--- src/rtl/hsid_pkg.sv ---
package hsid_pkg;

  // Register byte offsets (word aligned)
  localparam logic [5:0] OFS_DESC_LOW   = 6'h00;
  localparam logic [5:0] OFS_ENDP_HIGH  = 6'h04;
  localparam logic [5:0] OFS_POLL_FRAME = 6'h08;
  localparam logic [5:0] OFS_UF_MASK    = 6'h0C;
  localparam logic [5:0] OFS_STATUS     = 6'h10;
  localparam logic [5:0] OFS_DONE_BYTES = 6'h14;

  // Lowest descriptor word field layout
  localparam int EP_LOW_BIT  = 31;
  localparam int MULT_HI     = 30;
  localparam int MULT_LO     = 29;
  localparam int MAXPKT_HI   = 28;
  localparam int MAXPKT_LO   = 18;
  localparam int XFER_HI     = 17;
  localparam int XFER_LO     = 3;
  localparam int VALID_BIT   = 0;

  // Field widths
  localparam int MAXPKT_W    = 11;
  localparam int XFER_W      = 15;
  localparam int MULT_W      = 2;
  localparam int EPHI_W      = 3;
  localparam int FRAME_W     = 5;
  localparam int UFRAME_W    = 3;
  localparam int UFMASK_W    = 8;

  // Polling field: frame rate code lives in bits 7..3
  localparam int POLL_RATE_HI = 7;
  localparam int POLL_RATE_LO = 3;

  // Status register layout
  localparam int ST_BUSY_BIT  = 0;
  localparam int ST_ERR_BIT   = 1;
  localparam int ST_DONE_BIT  = 2;
  localparam int ST_LEFT_LO   = 4;
  localparam int ST_LEFT_HI   = 5;
  localparam int ST_REM_LO    = 16;
  localparam int ST_REM_HI    = 30;

  // Reset values
  localparam logic [31:0] RST_DESC_LOW = 32'h0000_0000;
  localparam logic [2:0]  RST_EP_HIGH  = 3'h0;
  localparam logic [7:0]  RST_POLL     = 8'h00;
  localparam logic [7:0]  RST_UF_MASK  = 8'h00;

  // Scheduler states, Gray along idle -> issue -> wait
  typedef enum logic [1:0] {
    HSID_IDLE  = 2'b00,
    HSID_ISSUE = 2'b01,
    HSID_WAIT  = 2'b11
  } hsid_state_e;

endpackage

--- src/rtl/hsid_poll_match.sv ---
`timescale 1ns/1ps
`default_nettype none

module hsid_poll_match (
  input  wire logic [4:0] rate_code,
  input  wire logic [4:0] frame_num,
  input  wire logic [2:0] uframe_idx,
  input  wire logic [7:0] uf_mask,
  output logic            poll_hit
);

  logic [4:0] period_mask;
  logic       frame_hit;
  logic       uf_hit;

  // Mask of frame bits that select the period: smear of the rate code
  genvar i;
  generate
    for (i = 0; i < 5; i = i + 1) begin : g_smear
      assign period_mask[i] = |rate_code[4:i];
    end
  endgenerate

  // Code zero gives an empty mask, so every frame matches
  assign frame_hit = (((frame_num ^ rate_code) & period_mask) == 5'h00);
  assign uf_hit    = uf_mask[uframe_idx];
  assign poll_hit  = frame_hit & uf_hit;

endmodule

`default_nettype wire

--- src/rtl/hsid_top.sv ---
// How it works
// - Multiplier gives packets per descriptor execution
// - Max packet field limits each packet
// - Byte count field is total payload
// - Hardware clears valid on finish or fatal
// - Bit 31 is endpoint low bit
// - Issue only on frame match, mask bit
// - Period is two to b-1 microframes
//
// The implementer's own choices: the address map and the Avalon-MM slave port.
`timescale 1ns/1ps
`default_nettype none

module hsid_top (
  input  wire logic        sys_clk,
  input  wire logic        rst,
  // Avalon-MM slave
  input  wire logic [5:0]  avs_address,
  input  wire logic        avs_read,
  input  wire logic        avs_write,
  input  wire logic [31:0] avs_writedata,
  input  wire logic [3:0]  avs_byteenable,
  output logic [31:0]      avs_readdata,
  output logic             avs_waitrequest,
  // Bus frame timing from the controller
  input  wire logic        usof_pulse,
  input  wire logic [4:0]  frame_num,
  input  wire logic [2:0]  uframe_idx,
  // Transaction engine side
  output logic             txn_start,
  output logic [3:0]       txn_endpoint,
  output logic [10:0]      txn_len,
  input  wire logic        txn_done,
  input  wire logic [10:0] txn_bytes,
  input  wire logic        txn_fatal,
  output logic             desc_valid
);

  logic [31:0]              desc_low;
  logic [2:0]               ep_high;
  logic [7:0]               poll_frame;
  logic [7:0]               uf_mask;
  logic [14:0]              bytes_left;
  logic [14:0]              bytes_done;
  logic [1:0]               pkts_left;
  logic                     err_flag;
  logic                     done_flag;
  logic                     rd_ready;
  hsid_pkg::hsid_state_e    state;
  hsid_pkg::hsid_state_e    next_state;

  // Decoded state flags, shared by the datapath and the outputs
  wire logic                st_idle;
  wire logic                st_issue;
  wire logic                st_wait;
  assign st_idle  = (state == hsid_pkg::HSID_IDLE);
  assign st_issue = (state == hsid_pkg::HSID_ISSUE);
  assign st_wait  = (state == hsid_pkg::HSID_WAIT);

  // Descriptor fields
  wire logic [1:0]          mult_f;
  wire logic [10:0]         maxpkt_f;
  wire logic                valid_f;
  wire logic                ep_low_f;
  // Byte count field is only read when the descriptor is armed
  assign mult_f   = desc_low[hsid_pkg::MULT_HI:hsid_pkg::MULT_LO];
  assign maxpkt_f = desc_low[hsid_pkg::MAXPKT_HI:hsid_pkg::MAXPKT_LO];
  assign valid_f  = desc_low[hsid_pkg::VALID_BIT];
  assign ep_low_f = desc_low[hsid_pkg::EP_LOW_BIT];

  // Address decode
  wire logic                sel_low;
  wire logic                sel_ephi;
  wire logic                sel_poll;
  wire logic                sel_mask;
  wire logic                sel_stat;
  wire logic                sel_dbytes;
  assign sel_low    = (avs_address == hsid_pkg::OFS_DESC_LOW);
  assign sel_ephi   = (avs_address == hsid_pkg::OFS_ENDP_HIGH);
  assign sel_poll   = (avs_address == hsid_pkg::OFS_POLL_FRAME);
  assign sel_mask   = (avs_address == hsid_pkg::OFS_UF_MASK);
  assign sel_stat   = (avs_address == hsid_pkg::OFS_STATUS);
  assign sel_dbytes = (avs_address == hsid_pkg::OFS_DONE_BYTES);

  // Byte-lane merge for the descriptor word
  wire logic [31:0]         be_mask;
  wire logic [31:0]         low_merged;
  assign be_mask    = {{8{avs_byteenable[3]}}, {8{avs_byteenable[2]}},
                       {8{avs_byteenable[1]}}, {8{avs_byteenable[0]}}};
  assign low_merged = (avs_writedata & be_mask) | (desc_low & ~be_mask);

  wire logic                wr_low;
  wire logic                wr_low_arm;
  assign wr_low     = avs_write & sel_low;
  // Arming happens only when the write sets valid with lane 0 enabled
  assign wr_low_arm = wr_low & avs_byteenable[0] & avs_writedata[hsid_pkg::VALID_BIT];

  // Configuration registers live in lane 0 only
  wire logic                wr_cfg;
  assign wr_cfg     = avs_write & avs_byteenable[0];

  // Poll decision for this microframe
  wire logic                poll_hit;
  hsid_poll_match u_match (
    .rate_code  (poll_frame[hsid_pkg::POLL_RATE_HI:hsid_pkg::POLL_RATE_LO]),
    .frame_num  (frame_num),
    .uframe_idx (uframe_idx),
    .uf_mask    (uf_mask),
    .poll_hit   (poll_hit)
  );

  wire logic                sched_go;
  // Multiplier code 00 is undefined, so it never starts a poll
  assign sched_go = st_idle & usof_pulse & poll_hit & valid_f
                    & (mult_f != 2'b00);

  // Payload accounting on packet completion
  wire logic [14:0]         pkt_bytes;
  wire logic [14:0]         left_after;
  wire logic                short_pkt;
  wire logic                all_moved;
  wire logic                pkt_finish;
  wire logic                xfer_end;
  assign pkt_bytes  = {4'h0, txn_bytes};
  assign left_after = (pkt_bytes >= bytes_left) ? 15'h0000 : (bytes_left - pkt_bytes);
  assign short_pkt  = (txn_bytes < maxpkt_f);
  assign all_moved  = (left_after == 15'h0000);
  // Engine pulses outside the wait state are ignored
  assign pkt_finish = st_wait & txn_done;
  // A fatal error, the last byte or a short packet ends the descriptor
  assign xfer_end   = (st_wait & txn_fatal)
                      | (pkt_finish & (all_moved | short_pkt));

  // Packet length: never more than max packet or what is left
  wire logic [10:0]         len_pick;
  assign len_pick = (bytes_left < {4'h0, maxpkt_f}) ? bytes_left[10:0] : maxpkt_f;

  // Scheduler next state
  always_comb begin
    next_state = state;
    unique case (state)
      hsid_pkg::HSID_IDLE: begin
        if (sched_go) begin
          next_state = hsid_pkg::HSID_ISSUE;
        end
      end
      hsid_pkg::HSID_ISSUE: begin
        next_state = hsid_pkg::HSID_WAIT;
      end
      hsid_pkg::HSID_WAIT: begin
        if (xfer_end) begin
          next_state = hsid_pkg::HSID_IDLE;
        end else if (pkt_finish) begin
          // Back-to-back packets until the multiplier is used up
          next_state = (pkts_left == 2'b01) ? hsid_pkg::HSID_IDLE
                                            : hsid_pkg::HSID_ISSUE;
        end
      end
      default: begin
        // Code 10 is never used; recover to idle
        next_state = hsid_pkg::HSID_IDLE;
      end
    endcase
  end

  always_ff @(posedge sys_clk or posedge rst) begin
    if (rst) begin
      state <= hsid_pkg::HSID_IDLE;
    end else begin
      state <= next_state;
    end
  end

  // Descriptor word; a software write wins over the hardware clear
  always_ff @(posedge sys_clk or posedge rst) begin
    if (rst) begin
      desc_low <= hsid_pkg::RST_DESC_LOW;
    end else if (wr_low) begin
      desc_low <= low_merged;
    end else if (xfer_end) begin
      desc_low[hsid_pkg::VALID_BIT] <= 1'b0;
    end
  end

  // Remaining polling and endpoint configuration
  always_ff @(posedge sys_clk or posedge rst) begin
    if (rst) begin
      ep_high    <= hsid_pkg::RST_EP_HIGH;
      poll_frame <= hsid_pkg::RST_POLL;
      uf_mask    <= hsid_pkg::RST_UF_MASK;
    end else if (wr_cfg) begin
      if (sel_ephi) begin
        ep_high <= avs_writedata[2:0];
      end
      if (sel_poll) begin
        poll_frame <= avs_writedata[7:0];
      end
      if (sel_mask) begin
        uf_mask <= avs_writedata[7:0];
      end
    end
  end

  // Byte counters: loaded on arming, consumed per packet
  always_ff @(posedge sys_clk or posedge rst) begin
    if (rst) begin
      bytes_left <= 15'h0000;
      bytes_done <= 15'h0000;
    end else if (wr_low_arm) begin
      bytes_left <= low_merged[hsid_pkg::XFER_HI:hsid_pkg::XFER_LO];
      bytes_done <= 15'h0000;
    end else if (pkt_finish) begin
      bytes_left <= left_after;
      bytes_done <= bytes_done + pkt_bytes;
    end
  end

  // Packets allowed in this execution
  always_ff @(posedge sys_clk or posedge rst) begin
    if (rst) begin
      pkts_left <= 2'b00;
    end else if (sched_go) begin
      pkts_left <= mult_f;
    end else if (pkt_finish & (pkts_left != 2'b00)) begin
      pkts_left <= pkts_left - 2'b01;
    end
  end

  // Sticky flags; a new event wins over the clear by arming
  always_ff @(posedge sys_clk or posedge rst) begin
    if (rst) begin
      err_flag  <= 1'b0;
      done_flag <= 1'b0;
    end else begin
      if (st_wait & txn_fatal) begin
        err_flag <= 1'b1;
      end else if (wr_low_arm) begin
        err_flag <= 1'b0;
      end
      if (xfer_end & ~txn_fatal) begin
        done_flag <= 1'b1;
      end else if (wr_low_arm) begin
        done_flag <= 1'b0;
      end
    end
  end

  // Length of a follow-on packet, from what is left after this one
  wire logic [10:0]         len_next;
  assign len_next = (left_after < {4'h0, maxpkt_f}) ? left_after[10:0] : maxpkt_f;

  // Transaction outputs latched when a packet is issued
  always_ff @(posedge sys_clk or posedge rst) begin
    if (rst) begin
      txn_endpoint <= 4'h0;
      txn_len      <= 11'h000;
    end else if (next_state == hsid_pkg::HSID_ISSUE) begin
      txn_endpoint <= {ep_high, ep_low_f};
      txn_len      <= st_wait ? len_next : len_pick;
    end
  end

  // Start is combinational so it lines up with the latched length
  assign txn_start  = st_issue;
  // Software polls this to see the descriptor retire
  assign desc_valid = valid_f;

  // Status word
  logic [31:0]              status_word;
  always_comb begin
    status_word = 32'h0000_0000;
    status_word[hsid_pkg::ST_BUSY_BIT] = ~st_idle;
    status_word[hsid_pkg::ST_ERR_BIT]  = err_flag;
    status_word[hsid_pkg::ST_DONE_BIT] = done_flag;
    status_word[hsid_pkg::ST_LEFT_HI:hsid_pkg::ST_LEFT_LO] = pkts_left;
    status_word[hsid_pkg::ST_REM_HI:hsid_pkg::ST_REM_LO]   = bytes_left;
  end

  // Read mux; unmapped addresses read as zero
  wire logic [31:0]         rd_mux;
  assign rd_mux = sel_low    ? desc_low :
                  sel_ephi   ? {29'h0000_0000, ep_high} :
                  sel_poll   ? {24'h00_0000, poll_frame} :
                  sel_mask   ? {24'h00_0000, uf_mask} :
                  sel_stat   ? status_word :
                  sel_dbytes ? {17'h0_0000, bytes_done} :
                  32'h0000_0000;

  // First cycle of a read: latch data, hold the master off
  wire logic                rd_take;
  assign rd_take = avs_read & ~rd_ready;

  // One wait state on reads so read data come from a flop
  always_ff @(posedge sys_clk or posedge rst) begin
    if (rst) begin
      rd_ready     <= 1'b0;
      avs_readdata <= 32'h0000_0000;
    end else begin
      rd_ready <= rd_take;
      if (rd_take) begin
        avs_readdata <= rd_mux;
      end
    end
  end

  // Writes never wait; a read waits exactly one cycle
  assign avs_waitrequest = rd_take;

endmodule

`default_nettype wire

--- config.mk ---
export PLATFORM = sky130hd
export DESIGN_NAME = hsid_top
export DESIGN_NICKNAME = d
export VERILOG_FILES = /design/src/rtl/hsid_pkg.sv /design/src/rtl/hsid_poll_match.sv /design/src/rtl/hsid_top.sv
export SDC_FILE = /design/constraint.sdc
export NUM_CORES = 1
export LEC_CHECK = 0
export BUFFER_PORTS_ARGS = -buffer_cell sky130_fd_sc_hd__buf_2
export CAP_MARGIN = 25
export CORE_MARGIN = 2
export CORE_UTILIZATION = 45
export DETAILED_ROUTE_END_ITERATION = 7
export PLACE_DENSITY = 0.65
export SKIP_CTS_REPAIR_TIMING = 1
export SLEW_MARGIN = 30
export SYNTH_ARGS = -nofsm -noshare
export SYNTH_HDL_FRONTEND = slang
export SYNTH_SLANG_ARGS = --single-unit
--- constraint.sdc ---
create_clock -name sys_clk -period 10.88 [get_ports sys_clk]
set_clock_uncertainty 0.05 [all_clocks]
set_input_delay 0 -clock sys_clk [delete_from_list [all_inputs] [get_ports sys_clk]]
set_output_delay 0 -clock sys_clk [all_outputs]
set_load 0.02 [all_outputs]
==> results of run 1 <==
power by group through the flow:
stage | Combinational [mW] | Clock, mW | Sequential [mW]
3_3_place_gp | 0.831 | 0 | 0.659
2_1_floorplan | 0.603 | 0 | 0.649
5_1_grt | 0.948 | 0.611 | 0.668
6_report | 0.852 | 0.584 | 0.658
3_5_place_dp | 0.828 | 0 | 0.664
4_1_cts | 0.835 | 0.588 | 0.656
worst max path at each step:
stage | start | end | slack, ns | cells after the start
detailed placement | bytes_left[6] | txn_len[9] | 6.24 | 17
CTS | bytes_left[6] | txn_len[9] | 6.24 | 17
global placement | bytes_left[0] | txn_len[8] | 6.35 | 18
floorplan | bytes_left[6] | txn_len[7] | 7.12 | 17
finish | bytes_left[6] | txn_len[9] | 6.10 | 17
global route | bytes_left[6] | txn_len[8] | 5.71 | 17
cell usage after synthesis (all sizes together), types with 10 or more instances:
cell,instances,area share (%)
dfrtp,135,40
nor2,110,4.9
mux2,66,9.3
nand2,65,2.9
ha,55,8.1
inv,51,2.3
a21oi,43,2.5
a221oi,39,4.0
o21ai,39,2.3
clkbuf,33,1.5
nand3,26,1.5
mux2i,21,2.5
nor3,16,1.0
a211oi,15,1.4
nand2b,13,0.96
a21o,11,0.98
buf,11,0.72
nand4,11,0.81
xnor2,11,1.1
a31oi,10,0.92
critical path, delay by kind of cell, from the launching register on:
family,cells,cell delay (ns)
and+or+nand+nor,8,1.63
AOI/OAI and AO/OA,5,1.38
adders and majority gates,2,0.77
buffers and inverters,1,0.06
muxes,1,0.31
DFF,1,0.45
metal layers:
| layer | global-route usage (%) | part of all wire (%) |
|---|---|---|
| met2 | 40.5 | 45 |
| met5 | 0 | 0 |
| met4 | 8.32 | 2.7 |
| met1 | 37.4 | 46 |
| met3 | 5.94 | 6.1 |
metrics by stage:
stage,hold slack (ns),instances,power [mW],util (%)
after floorplan,0.0501,882,1.25,-
after global placement,0.0599,1197,1.49,49.7
after detailed placement,0.0530,1197,1.49,49.7
after CTS,-0.395,1228,2.08,52.8
after global routing,0.00127,1265,2.23,54.9
final,-0.0163,1265,2.09,54.9
placed cells by master, fill, tap and decap left out, types with 9 or more instances in the layout:
cell                              n
sky130_fd_sc_hd__a211oi_1        14
sky130_fd_sc_hd__a21o_1          11
sky130_fd_sc_hd__a21oi_1         43
sky130_fd_sc_hd__a221oi_1        39
sky130_fd_sc_hd__a31oi_1          9
sky130_fd_sc_hd__buf_2          117
sky130_fd_sc_hd__clkbuf_16       17
sky130_fd_sc_hd__dfrtp_1        135
sky130_fd_sc_hd__dlygate4sd3_1   37
sky130_fd_sc_hd__ha_1            55
sky130_fd_sc_hd__inv_1           49
sky130_fd_sc_hd__mux2_2          55
sky130_fd_sc_hd__mux2_4          11
sky130_fd_sc_hd__mux2i_1         21
sky130_fd_sc_hd__nand2_1         65
sky130_fd_sc_hd__nand2b_1        13
sky130_fd_sc_hd__nand3_1         26
sky130_fd_sc_hd__nand4_1         11
sky130_fd_sc_hd__nor2_1         109
sky130_fd_sc_hd__nor3_1          15
sky130_fd_sc_hd__o21ai_0         36
sky130_fd_sc_hd__xnor2_1         11
final cells by class:
type                       count  area, um2
clock inverter                13        156
fill                        1705       8390
tap                          234        293
inverter                      51        196
multi-input combinational    652       4720
timing repair buffer         162       1020
clock buffer                  18        429
sequential                   135       3380
logic make-up after synthesis:
kind of cell	count (synthesis)
AND/OR/NAND/NOR	275
AO/OA/AOI/OAI	215
flip-flops	135
buffers and inverters	95
multiplexers	89
adder cells (fa/ha/maj)	57
XOR/XNOR	16
==> results.txt, run 1 <==
- Outcome: complete, but fails checks
* Violated checks: hold timing
- After synthesis the netlist holds a flip-flop and latch count of between 100 and 150.
- CTS saw approximately 140 sinks.
* Ordered cell list for the critical path: ha_1 -> and3_1 -> and3_1 -> nand3_1 -> o21ai_1 -> nand2_1 -> nand2b_1 -> inv_1 -> ha_1 -> nand4_1 -> nor2_1 -> o211ai_1 -> a31oi_1 -> nor2_1 -> a21boi_1 -> a221oi_1 -> mux2_4
- In this run, CTS created clock tree buffers numbering 17.
* Share of the synthesized area in compound gates (AO/OA/AOI/OAI): a little under a fifth
- Global-route wire length before repair: 40.4 mm
- After Yosys synthesis, and, or, nand and nor cells account for 14.8% of the synthesized area.
* Post-Synth Adder-Cell Area: under 10%
- Share of power burned in combinational logic: between 40 and 50%
- After the last flow step, the layout net total stands at roughly 1100.
- Smallest hold slack: -0.0163 ns
- Entering global routing, the biggest net connects 76 pins.
- The startpoint identified for the worst register-to-register timing path is bytes_left[6].
- After floorplanning, the core was divided into 50 placement rows.
- Most instantiated flip-flop cell in the synthesis netlist: sky130_fd_sc_hd__dfrtp_1
- Once detail routing completed, the nets flagged for antenna violations numbered 0.
- The first TritonRoute pass finished after 6 iterations.
* F_max: approximately 210 MHz
* Grt ovf: 0
* Number of maximum-capacitance violations: 0
- Setup slack of the most critical reg-to-reg path: roughly 6 ns
- The longest clock path from root to sink contains 2 buffers.
- Required time reported for the critical path endpoint: 11.15 ns
* Synthesized instance count: around 880
* Endpoint of the most critical register-to-register path: txn_len[9]
- The synthesized netlist occupies a cell area of 8470 um2.
- Dividing the detail-routed via count by the number of cells gives a little under 6.
- The floorplan step defined a die boundary enclosing roughly 20000 um2.
- Path category of the worst min-delay check: in2reg
- Crit path time final: between 4 and 5 ns
- Post-synthesis to final-layout area growth: 20.4%
- At the end of routability-driven placement, the weighted congestion stood at around 0.97.
* Final Routed Wirelength: around 26 mm
- Cell Pwr Density: about 210 nW/um2
- In the routed design, unresolved DRC markers number 0.
- Violation count after the first detailed-route iteration: around 620
- Detailed placement finished with a half-perimeter wire length of 19.3 mm.
* Clock slew seen by the registers of the worst setup and hold paths: 0.06 ns
- For the pin with the worst max-slew slack, the measured transition is approximately 0.94 ns.
- After layout, the worst setup slack is between 6 and 7 ns.
- The region available for standard cell placement spans between 15000 and 20000 um2.
- Main combinational cell family by area after synthesis: compound AO/OA/AOI/OAI gates
- Depth of the worst hold-timing path: 3
* Root Buffer Master: sky130_fd_sc_hd__clkbuf_16
- The initial utilization of the core area, before any placement, comes to 45.6%.
- For hold timing, the worst endpoint is desc_low[0].
* Port Buf Inserts: between 100 and 150
- Counting flops with a built-in enable in the synthesized netlist gives 0.
* Die extent in y: between 100 and 150 um
* Htree depth: 4
* Share of the synthesized netlist area taken by xor and xnor gates: 1.66%
* Synth cell types: 69
- Total net switching power: approximately 0.82 mW
- The final number of max-transition violations is 0.
- Wirelength per Cell: around 21 um
- The worst setup path is launched from a flip-flop.
* Delay of the slowest critical-path stage: between 0.7 and 0.8 ns
- Detailed routing inserted a total of roughly 7500 vias.
* Net switching share of the total power: 39.0%
- Static leakage power: between 4 and 5 nW
- Placed instance area: 9230 um2
- Clock latency of the later-clocked register in the worst-skew pair: roughly 0.43 ns
* Internal power: approximately 1.3 mW
* Period Utilization, post-route: a little over two fifths
* Clock tree from TritonCTS: done
- In this run the worst path has a maximum fanout of 11.
- Final number of hold-violating endpoints: 1
- The repair_antennas step left the layout with diodes totalling 0.
- Setup violations remaining at the end of the flow were counted as 0.
- Measured against its own limit, the worst slew margin works out to 37.1%.
- The critical path is of the reg2reg type.
- In the final layout, the share of cells above drive strength 1 is about 23%.
* Setup_tns: 0 ns
- During synthesis, Yosys emitted a total of 0 warnings.
* Slowest stage cell on the critical path: sky130_fd_sc_hd__a21boi_1
* Aggregate global-route resource usage: around a quarter
- In the synthesized netlist, mux cells make up between 10 and 15% of the area.
- With fillers left out, the area of the finished cells amounts to roughly 10000 um2.
- In the synthesized netlist the async set-or-reset flop fraction comes to between 90% and 100%.
- Setup repair after global routing left no endpoint under its margin.
* Initial antenna violation count: 0
* Post-synth net total: 1007
* Startpoint of the tightest hold check path: avs_write
- Counting cells, the worst reg-to-reg path comes to 17.
- Number of global-route vias before repair: around 7000
* Num ports: roughly 120
- The floorplan step set the die width to around 140 um.
* Clock group share of total power: 27.9%
* Part of the power in registers: 31.4%
- Across the VDD grid, the largest voltage drop is between 0.0001 and 0.00015 V.
- Dividing the synthesized area by the synthesized cell count gives roughly 9.6 um2.
* Arrival time of data at the critical path endpoint: roughly 5.0 ns
- STA classifies the critical path endpoint as a flip-flop.
- Summing the sequential cell areas from Yosys gives approximately two fifths of the chip area.
* Minimum setup slack after placement: about 6.2 ns
Note: power is estimated with default switching activity, not from simulation.
==> run 2: changes to the inputs <==
--- a/config.mk
+++ b/config.mk
@@ -10,7 +10,7 @@
 export CORE_MARGIN = 2
 export CORE_UTILIZATION = 45
 export DETAILED_ROUTE_END_ITERATION = 7
-export PLACE_DENSITY = 0.65
+export PLACE_DENSITY = 0.68
 export SKIP_CTS_REPAIR_TIMING = 1
 export SLEW_MARGIN = 30
 export SYNTH_ARGS = -nofsm -noshare
==> constraint.sdc (replaced) <==
create_clock -name sys_clk -period 4.3 [get_ports sys_clk]
set_clock_uncertainty 0.05 [all_clocks]
set_input_delay 0 -clock sys_clk [delete_from_list [all_inputs] [get_ports sys_clk]]
set_output_delay 0 -clock sys_clk [all_outputs]
set_load 0.02 [all_outputs]
==> run 2 against run 1 <==
Effect of this change: the flow now finishes without violations; core utilization grew 1.0 points; hold slack better by 0.036 ns; count of clock-buffer cells in the layout grew 4; sequential cell count unchanged; final area increased by 1.8%; critical endpoint is now txn_len[3].
==> results.txt, run 2 (synthesis results as in run 1) <==
- Element type at the critical path end: flip-flop (unchanged)
- Number of global-route vias before repair: 7189 (was 6971)
- The required time of the critical path came to 4.61 ns (was 11.15 ns).
- Global-route wire length before repair: 40.7 mm (was 40.4 mm)
- The root buffer cell was sky130_fd_sc_hd__clkbuf_16 (unchanged).
- Die span in x: 141 um (unchanged)
* Total net switching power: 2.12 mW (was 0.816 mW)
- Iteration count of the initial detailed-routing pass: 5 (was 6)
- Outcome: completed (was complete, but fails checks).
* Crit path time final: 4.01 ns (was 4.78 ns)
* Final max-slew violation count: 0 (unchanged)
- Smallest hold slack: 0.0200 ns (was -0.0163 ns)
- Initial antenna violation count: 1 (was 0)
* Clock Tree Buf Depth: 2 (unchanged)
* Die area: 19900 um2 (unchanged)
- Grt ovf: 0 (unchanged)
- Net switching share of the total power: 38.9% (was 39.0%)
* Final number of hold-violating endpoints: 0 (was 1)
- The commonest non-fill, non-tap cell in the layout is sky130_fd_sc_hd__dfrtp_1 (unchanged).
- RD Place Congestion: 0.981 (was 0.973)
- Worst vdd ir: 0.000311 V (was 0.000117 V)
- Reg-to-reg startpoint: bytes_left[8] (was bytes_left[6])
- F_max: 249 MHz (was 209 MHz)
* Period Utilization, post-route: 93.4% (was 43.9%)
- The fraction of power consumed by the clock network is 27.2% (was 27.9%).
- Clock tree from TritonCTS: done (unchanged)
* Detailed Place HPWL: 20.0 mm (was 19.3 mm)
- The register share of total power was 30.2% (was 31.4%).
- The CTS clock-pin slew for the worst setup and hold paths was 0.06 ns (about the same).
- The remaining number of nets flagged by the antenna check after routing came to 0 (unchanged).
- The clock network latency to the later pin of the worst-skew pair was 0.43 ns (about the same).
- Standard-cell row count: 50 (unchanged)
* Count of clock tree sinks: 135 (unchanged)
* Depth of the worst hold-timing path: 4 (was 3)
- Aggregate global-route resource usage: 27.0% (was 26.5%)
* Termination of the worst setup path: txn_len[3] (was txn_len[9])
- Critical path peak fanout: 11 (unchanged)
- Arrival time of data at the critical path endpoint: 4.33 ns (was 5.04 ns)
- The top-level I/O count came to 118 (unchanged).
* Die extent in y: 141 um (unchanged)
* Htree depth: 4 (unchanged)
- Placed instance area: 9390 um2 (was 9230 um2)
- The via density per instance is 5.92 (was 5.90).
- The via total after detailed routing came to 7629 (was 7462).
- The leakage power summed over all cells is 5.08 nW (was 4.96 nW).
- The count of input and output buffers came to 117 (unchanged).
- # DRC: 0 (unchanged)
- Post-synthesis to final-layout area growth: 22.6% (was 20.4%)
- The number of maximum-capacitance constraint violations was 0 (unchanged).
- The worst setup path startpoint was bytes_left[8] (was bytes_left[6]).
- The routed wire length came to 26.8 mm (was 26.2 mm).
- The worst flop-to-flop path endpoint is txn_len[3] (was txn_len[9]).
* Critical path class: reg2reg (unchanged)
- Type of origin of the critical path: flip-flop (unchanged)
- The setup slack on the worst flop-to-flop path was 0.29 ns (was 6.10 ns).
- Setup repair after global routing missed its margin: no (unchanged)
* Most frequent cells in the layout: 135 x sky130_fd_sc_hd__dfrtp_1, 117 x sky130_fd_sc_hd__buf_2, 109 x sky130_fd_sc_hd__nor2_1, 64 x sky130_fd_sc_hd__nand2_1 (was 135 x sky130_fd_sc_hd__dfrtp_1, 117 x sky130_fd_sc_hd__buf_2, 109 x sky130_fd_sc_hd__nor2_1, 65 x sky130_fd_sc_hd__nand2_1)
- The maximum number of pins on one net before global-route repair was 106 (was 76).
* Cell Pwr Density: 526 nW/um2 (was 205 nW/um2)
- Share of power burned in combinational logic: 42.6% (was 40.7%)
- # fillers: 1670 (was 1705)
- The detailed-route wire length per cell was 20.8 um (was 20.7 um).
- Number of buffers created by CTS: 17 (unchanged)
- The worst slew slack as a fraction of its limit came to 38.1% (was 37.1%).
* Worst Tran Pin Value: 0.928 ns (was 0.942 ns)
- The number of DRC markers after the initial detailed-route iteration was 728 (was 619).
- Internal power: 3.33 mW (was 1.28 mW)
* Number of placed instances, taps included: 1218 (was 1197)
- The count of final setup violators is 0 (unchanged).
- The area of all placed cells without fillers was 10400 um2 (was 10200 um2).
- Fin nets: 1166 (was 1144)
* Setup_tns: 0 ns (unchanged)
- Initial core utilization: 45.6% (unchanged)
* Count of placed standard cells in the final layout, fillers left out: 1289 (was 1265)
- The path category of the worst min-delay check is in2reg (unchanged).
* Number of cells on the worst reg-to-reg path: 18 (was 17)
* Fraction of final layout cells with drive strength greater than 1: 24.8% (was 22.9%)
* Area of the core: 18600 um2 (unchanged)
## run 2: changes by cell type in the layout (fill, tap and decap cells not counted), moves of 2 or more
cell / delta
sky130_fd_sc_hd__buf_4: +22
sky130_fd_sc_hd__clkbuf_8: +3
sky130_fd_sc_hd__clkinv_2: -2
sky130_fd_sc_hd__clkinvlp_4: -2
## run 2: per-layer routing
| metal | wire (um) | track usage [%] | share of wire [%] |
|---|---|---|---|
| met3 | 2010 | 6.15 | 7.5 |
| met2 | 12100 | 40.8 | 45 |
| met5 | 0 | 0 | 0 |
| met1 | 11800 | 37.8 | 44 |
| met4 | 940 | 10.5 | 3.5 |
## run 2: worst min-delay path by stage
stage,startpoint,end
2_1_floorplan,txn_fatal,done_flag
3_3_place_gp,avs_writedata[27],flip-flop
3_5_place_dp,avs_writedata[24],flip-flop
4_1_cts,avs_writedata[26],flip-flop
5_1_grt,txn_bytes[0],bytes_done[0]
6_report,txn_bytes[0],bytes_done[0]
## run 2: area by class of cell
cell class	instances	area (um2)	area share [%]
multi-input combinational	652	4730	45.6
sequential	135	3380	32.5
timing repair buffer	184	1180	11.4
clock buffer	22	474	4.57
tap	234	293	2.82
inverter	51	199	1.92
clock inverter	10	119	1.14
antenna	1	2.50	0.0241
## run 2: worst max-delay path: stages (launching register included)
cell	delay, ns
sky130_fd_sc_hd__dfrtp_1	0.43
sky130_fd_sc_hd__ha_1	0.49
sky130_fd_sc_hd__and3_1	0.23
sky130_fd_sc_hd__and3_1	0.23
sky130_fd_sc_hd__nand3_1	0.11
sky130_fd_sc_hd__o21ai_1	0.17
sky130_fd_sc_hd__nand2_2	0.19
sky130_fd_sc_hd__nand2b_1	0.23
sky130_fd_sc_hd__inv_1	0.07
sky130_fd_sc_hd__ha_1	0.29
sky130_fd_sc_hd__nand4_1	0.13
sky130_fd_sc_hd__nor2_1	0.07
sky130_fd_sc_hd__a211oi_1	0.22
sky130_fd_sc_hd__o211ai_1	0.12
sky130_fd_sc_hd__nor2_1	0.14
sky130_fd_sc_hd__a21boi_1	0.08
sky130_fd_sc_hd__buf_4	0.18
sky130_fd_sc_hd__a221oi_1	0.32
sky130_fd_sc_hd__mux2_2	0.21
## run 2: per-stage QoR
step | worst slack, ns | utilization, % | total power [mW]
final | 0.285 | 55.9 | 5.46
after global routing | 0.0106 | 55.9 | 5.78
after CTS | 0.249 | 53.7 | 5.40
after detailed placement | 0.258 | 50.5 | 3.91
after global placement | 0.344 | 50.5 | 3.90
after floorplan | 0.545 | - | 3.17
## run 2: power groups by stage
stage,logic (mW),registers (mW),clock network [mW]
final,2.32,1.65,1.49
after global routing,2.56,1.67,1.55
after CTS,2.26,1.64,1.50
after detailed placement,2.25,1.66,0
after global placement,2.24,1.66,0
after floorplan,1.52,1.64,0
==> run 3: changes to the inputs <==
--- a/config.mk
+++ b/config.mk
@@ -7,7 +7,6 @@
 export LEC_CHECK = 0
 export BUFFER_PORTS_ARGS = -buffer_cell sky130_fd_sc_hd__buf_2
 export CAP_MARGIN = 25
-export CORE_MARGIN = 2
 export CORE_UTILIZATION = 45
 export DETAILED_ROUTE_END_ITERATION = 7
 export PLACE_DENSITY = 0.68
==> run 3 against run 2 <==
Effect of this change: critical path depth decreased by 6; the run now ends with DRC left; total power increased by 4.2%; combinational power rose by 6%; fmax shrank 0.36%; clock power increased by 7%; global-route usage up 1.5 points; sequential share of layout area is 0.51 points lower; die area down 2.8%; wire length rose by 0.48%.
==> results.txt, run 3 (synthesis results as in run 1) <==
- Outcome: complete, but fails checks (was completed).
* Violated checks: DRC
* Most frequent cells in the layout: 135 x sky130_fd_sc_hd__dfrtp_1, 117 x sky130_fd_sc_hd__buf_2, 108 x sky130_fd_sc_hd__nor2_1, 64 x sky130_fd_sc_hd__nand2_1 (was 135 x sky130_fd_sc_hd__dfrtp_1, 117 x sky130_fd_sc_hd__buf_2, 109 x sky130_fd_sc_hd__nor2_1, 64 x sky130_fd_sc_hd__nand2_1)
* Period Utilization, post-route: 93.7% (was 93.4%)
* Routed via count divided by cell count: 5.85 (was 5.92)
- The number of buffers created by CTS was 17 (unchanged).
* Port Buf Inserts: 117 (unchanged)
- Fraction of final layout cells with drive strength greater than 1: 25.8% (was 24.8%)
* Initial antenna violation count: 0 (was 1)
- The post-place instance area came to 9500 um2 (was 9390 um2).
* Crit path time final: 4.03 ns (was 4.01 ns)
* Number of diodes: 0 (was 1)
- The count of final setup violators was 0 (unchanged).
- The critical path class is reg2reg (unchanged).
* Global-route wire length before repair: 41.7 mm (was 40.7 mm)
- The placer's final routability congestion estimate was 0.916 (was 0.981).
- The overall global routing resource usage was 28.4% (was 27.0%).
- The leakage power summed over all cells is 5.18 nW (was 5.08 nW).
- The required time of the critical path came to 4.56 ns (was 4.61 ns).
- F_max: 248 MHz (was 249 MHz)
* Minimum setup slack after placement: -0.118 ns (was 0.258 ns)
- The number of maximum-capacitance constraint violations is 0 (unchanged).
- The post-synthesis to final-layout area growth was 24.6% (was 22.6%).
- The launching point of the worst reg2reg path is bytes_left[2] (was bytes_left[8]).
- The deepest level of the CTS H-tree was 4 (unchanged).
- Iteration count of the initial detailed-routing pass: 8 (was 5)
- Die span in x: 139 um (was 141 um)
- The remaining number of nets flagged by the antenna check after routing came to 0 (unchanged).
* Path category of the worst min-delay check: in2reg (unchanged)
- The biggest fanout along the worst timing path was 5 (was 11).
- Final number of hold-violating endpoints: 0 (unchanged)
- Die area: 19400 um2 (was 19900 um2)
- Overall via count from detail_route: 7577 (was 7629)
- Final Routed Wirelength: 26.9 mm (was 26.8 mm)
- Final max-slew violation count: 0 (unchanged)
* # fillers: 1627 (was 1670)
- Standard-cell row count: 49 (was 50)
- The multi-input logic area is 4740 um2 (was 4730 um2).
- Clock tree from TritonCTS: done (unchanged)
- Worst Tran Pin Value: 0.971 ns (was 0.928 ns)
* Clock latency of the later-clocked register in the worst-skew pair: 0.43 ns (about the same)
- Post-layout instance area: 10500 um2 (was 10400 um2)
* Root Buffer Master: sky130_fd_sc_hd__clkbuf_16 (unchanged)
- The CTS clock-pin slew for the worst setup and hold paths came to 0.06 ns (about the same).
- The worst setup path startpoint is bytes_left[2] (was bytes_left[8]).
- Worst vdd ir: 0.000291 V (was 0.000311 V)
- # DRC: 9 (was 0)
- Setup repair after global routing missed its margin: no (unchanged)
* Wirelength per Cell: 20.8 um (about the same)
- Cell Pwr Density: 539 nW/um2 (was 526 nW/um2)
- The final critical-path setup slack was 0.271 ns (was 0.285 ns).
- The maximum number of pins on one net before global-route repair was 104 (was 106).
* Setup slack of the most critical reg-to-reg path: 0.27 ns (was 0.29 ns)
* Fin nets: 1178 (was 1166)
- The area of all sequential standard cells came to 3380 um2 (unchanged).
* Area of the core: 18200 um2 (was 18600 um2)
- Design Power: 5.69 mW (was 5.46 mW)
- The number of DRC markers after the initial detailed-route iteration was 574 (was 728).
* Setup_tns: 0 ns (unchanged)
- The nature of the critical path startpoint is a flip-flop (unchanged).
- Count of clock tree sinks: 135 (unchanged)
* Startpoint of the tightest hold check path: txn_bytes[0] (unchanged)
* Die extent in y: 139 um (was 141 um)
- The half-perimeter wire length after placement came to 19.9 mm (was 20.0 mm).
- Element type at the critical path end: flip-flop (unchanged)
* Most common cell after layout, fill and taps aside: sky130_fd_sc_hd__dfrtp_1 (unchanged)
- Num ports: 118 (unchanged)
- Clock Tree Buf Depth: 2 (unchanged)
* Arrival time of data at the critical path endpoint: 4.29 ns (was 4.33 ns)
- The worst-case hold slack came to 0.0253 ns (was 0.0200 ns).
- Max_slew headroom: 35.3% (was 38.1%)
- The overflow left after global routing came to 0 (unchanged).
- Number of global-route vias before repair: 7213 (was 7189)
- Initial core utilization: 46.5% (was 45.6%)
==> run 3: critical path, stage by stage, from the launching register on <==
cell,delay (ns)
sky130_fd_sc_hd__dfrtp_1,0.44
sky130_fd_sc_hd__ha_1,0.36
sky130_fd_sc_hd__o21ai_0,0.19
sky130_fd_sc_hd__a21oi_1,0.12
sky130_fd_sc_hd__o31a_1,0.34
sky130_fd_sc_hd__a2111oi_1,0.33
sky130_fd_sc_hd__buf_4,0.18
sky130_fd_sc_hd__mux2_4,0.31
sky130_fd_sc_hd__o41ai_4,0.64
sky130_fd_sc_hd__a31oi_4,0.19
sky130_fd_sc_hd__a21boi_4,0.23
sky130_fd_sc_hd__buf_4,0.21
sky130_fd_sc_hd__mux2_4,0.31
==> run 3: power breakdown <==
group          internal (mW)  leakage [nW]  total (mW)  switching, mW
clock network           1.02         0.317        1.60          0.580
logic                   1.06          3.08        2.46           1.41
registers               1.45          1.78        1.63          0.176
total                   3.52          5.18        5.69           2.16
==> run 3: stage by stage <==
step	utilization (%)	cells
after global placement	52.2	1225
after CTS	55.7	1257
final	57.9	1295
after global routing	57.9	1295
after detailed placement	52.2	1225
after floorplan	-	882
==> run 3: final timing paths <==
| path | end | cells after the start |
|---|---|---|
| worst max-delay path | txn_endpoint[0] | 12 |
| worst min-delay path | bytes_done[0] | 4 |
| worst max register to register | txn_endpoint[0] | 12 |
| worst min register to register | avs_readdata[31] | 2 |
| max in group asynchronous | desc_low[5] | 4 |
| min in group asynchronous | async pin | 3 |
==> run 3: area by class of cell <==
class | count | share of cell area [%]
Timing Repair Buffer | 196 | 12.3
Multi-Input combinational cell | 652 | 45.0
Inverter | 51 | 1.89
Tap cell | 229 | 2.72
Clock inverter | 11 | 1.61
Sequential cell | 135 | 32.0
Clock buffer | 21 | 4.46
==> run 3: routing by layer <==
metal  share of wire [%]  vias up  GRT usage, %
met3                 6.2       44          5.39
li1                    -     3567             -
met1                  45     3694          39.8
met5                   0        -             0
met4                 2.9        0          10.8
met2                  45      272          43.6
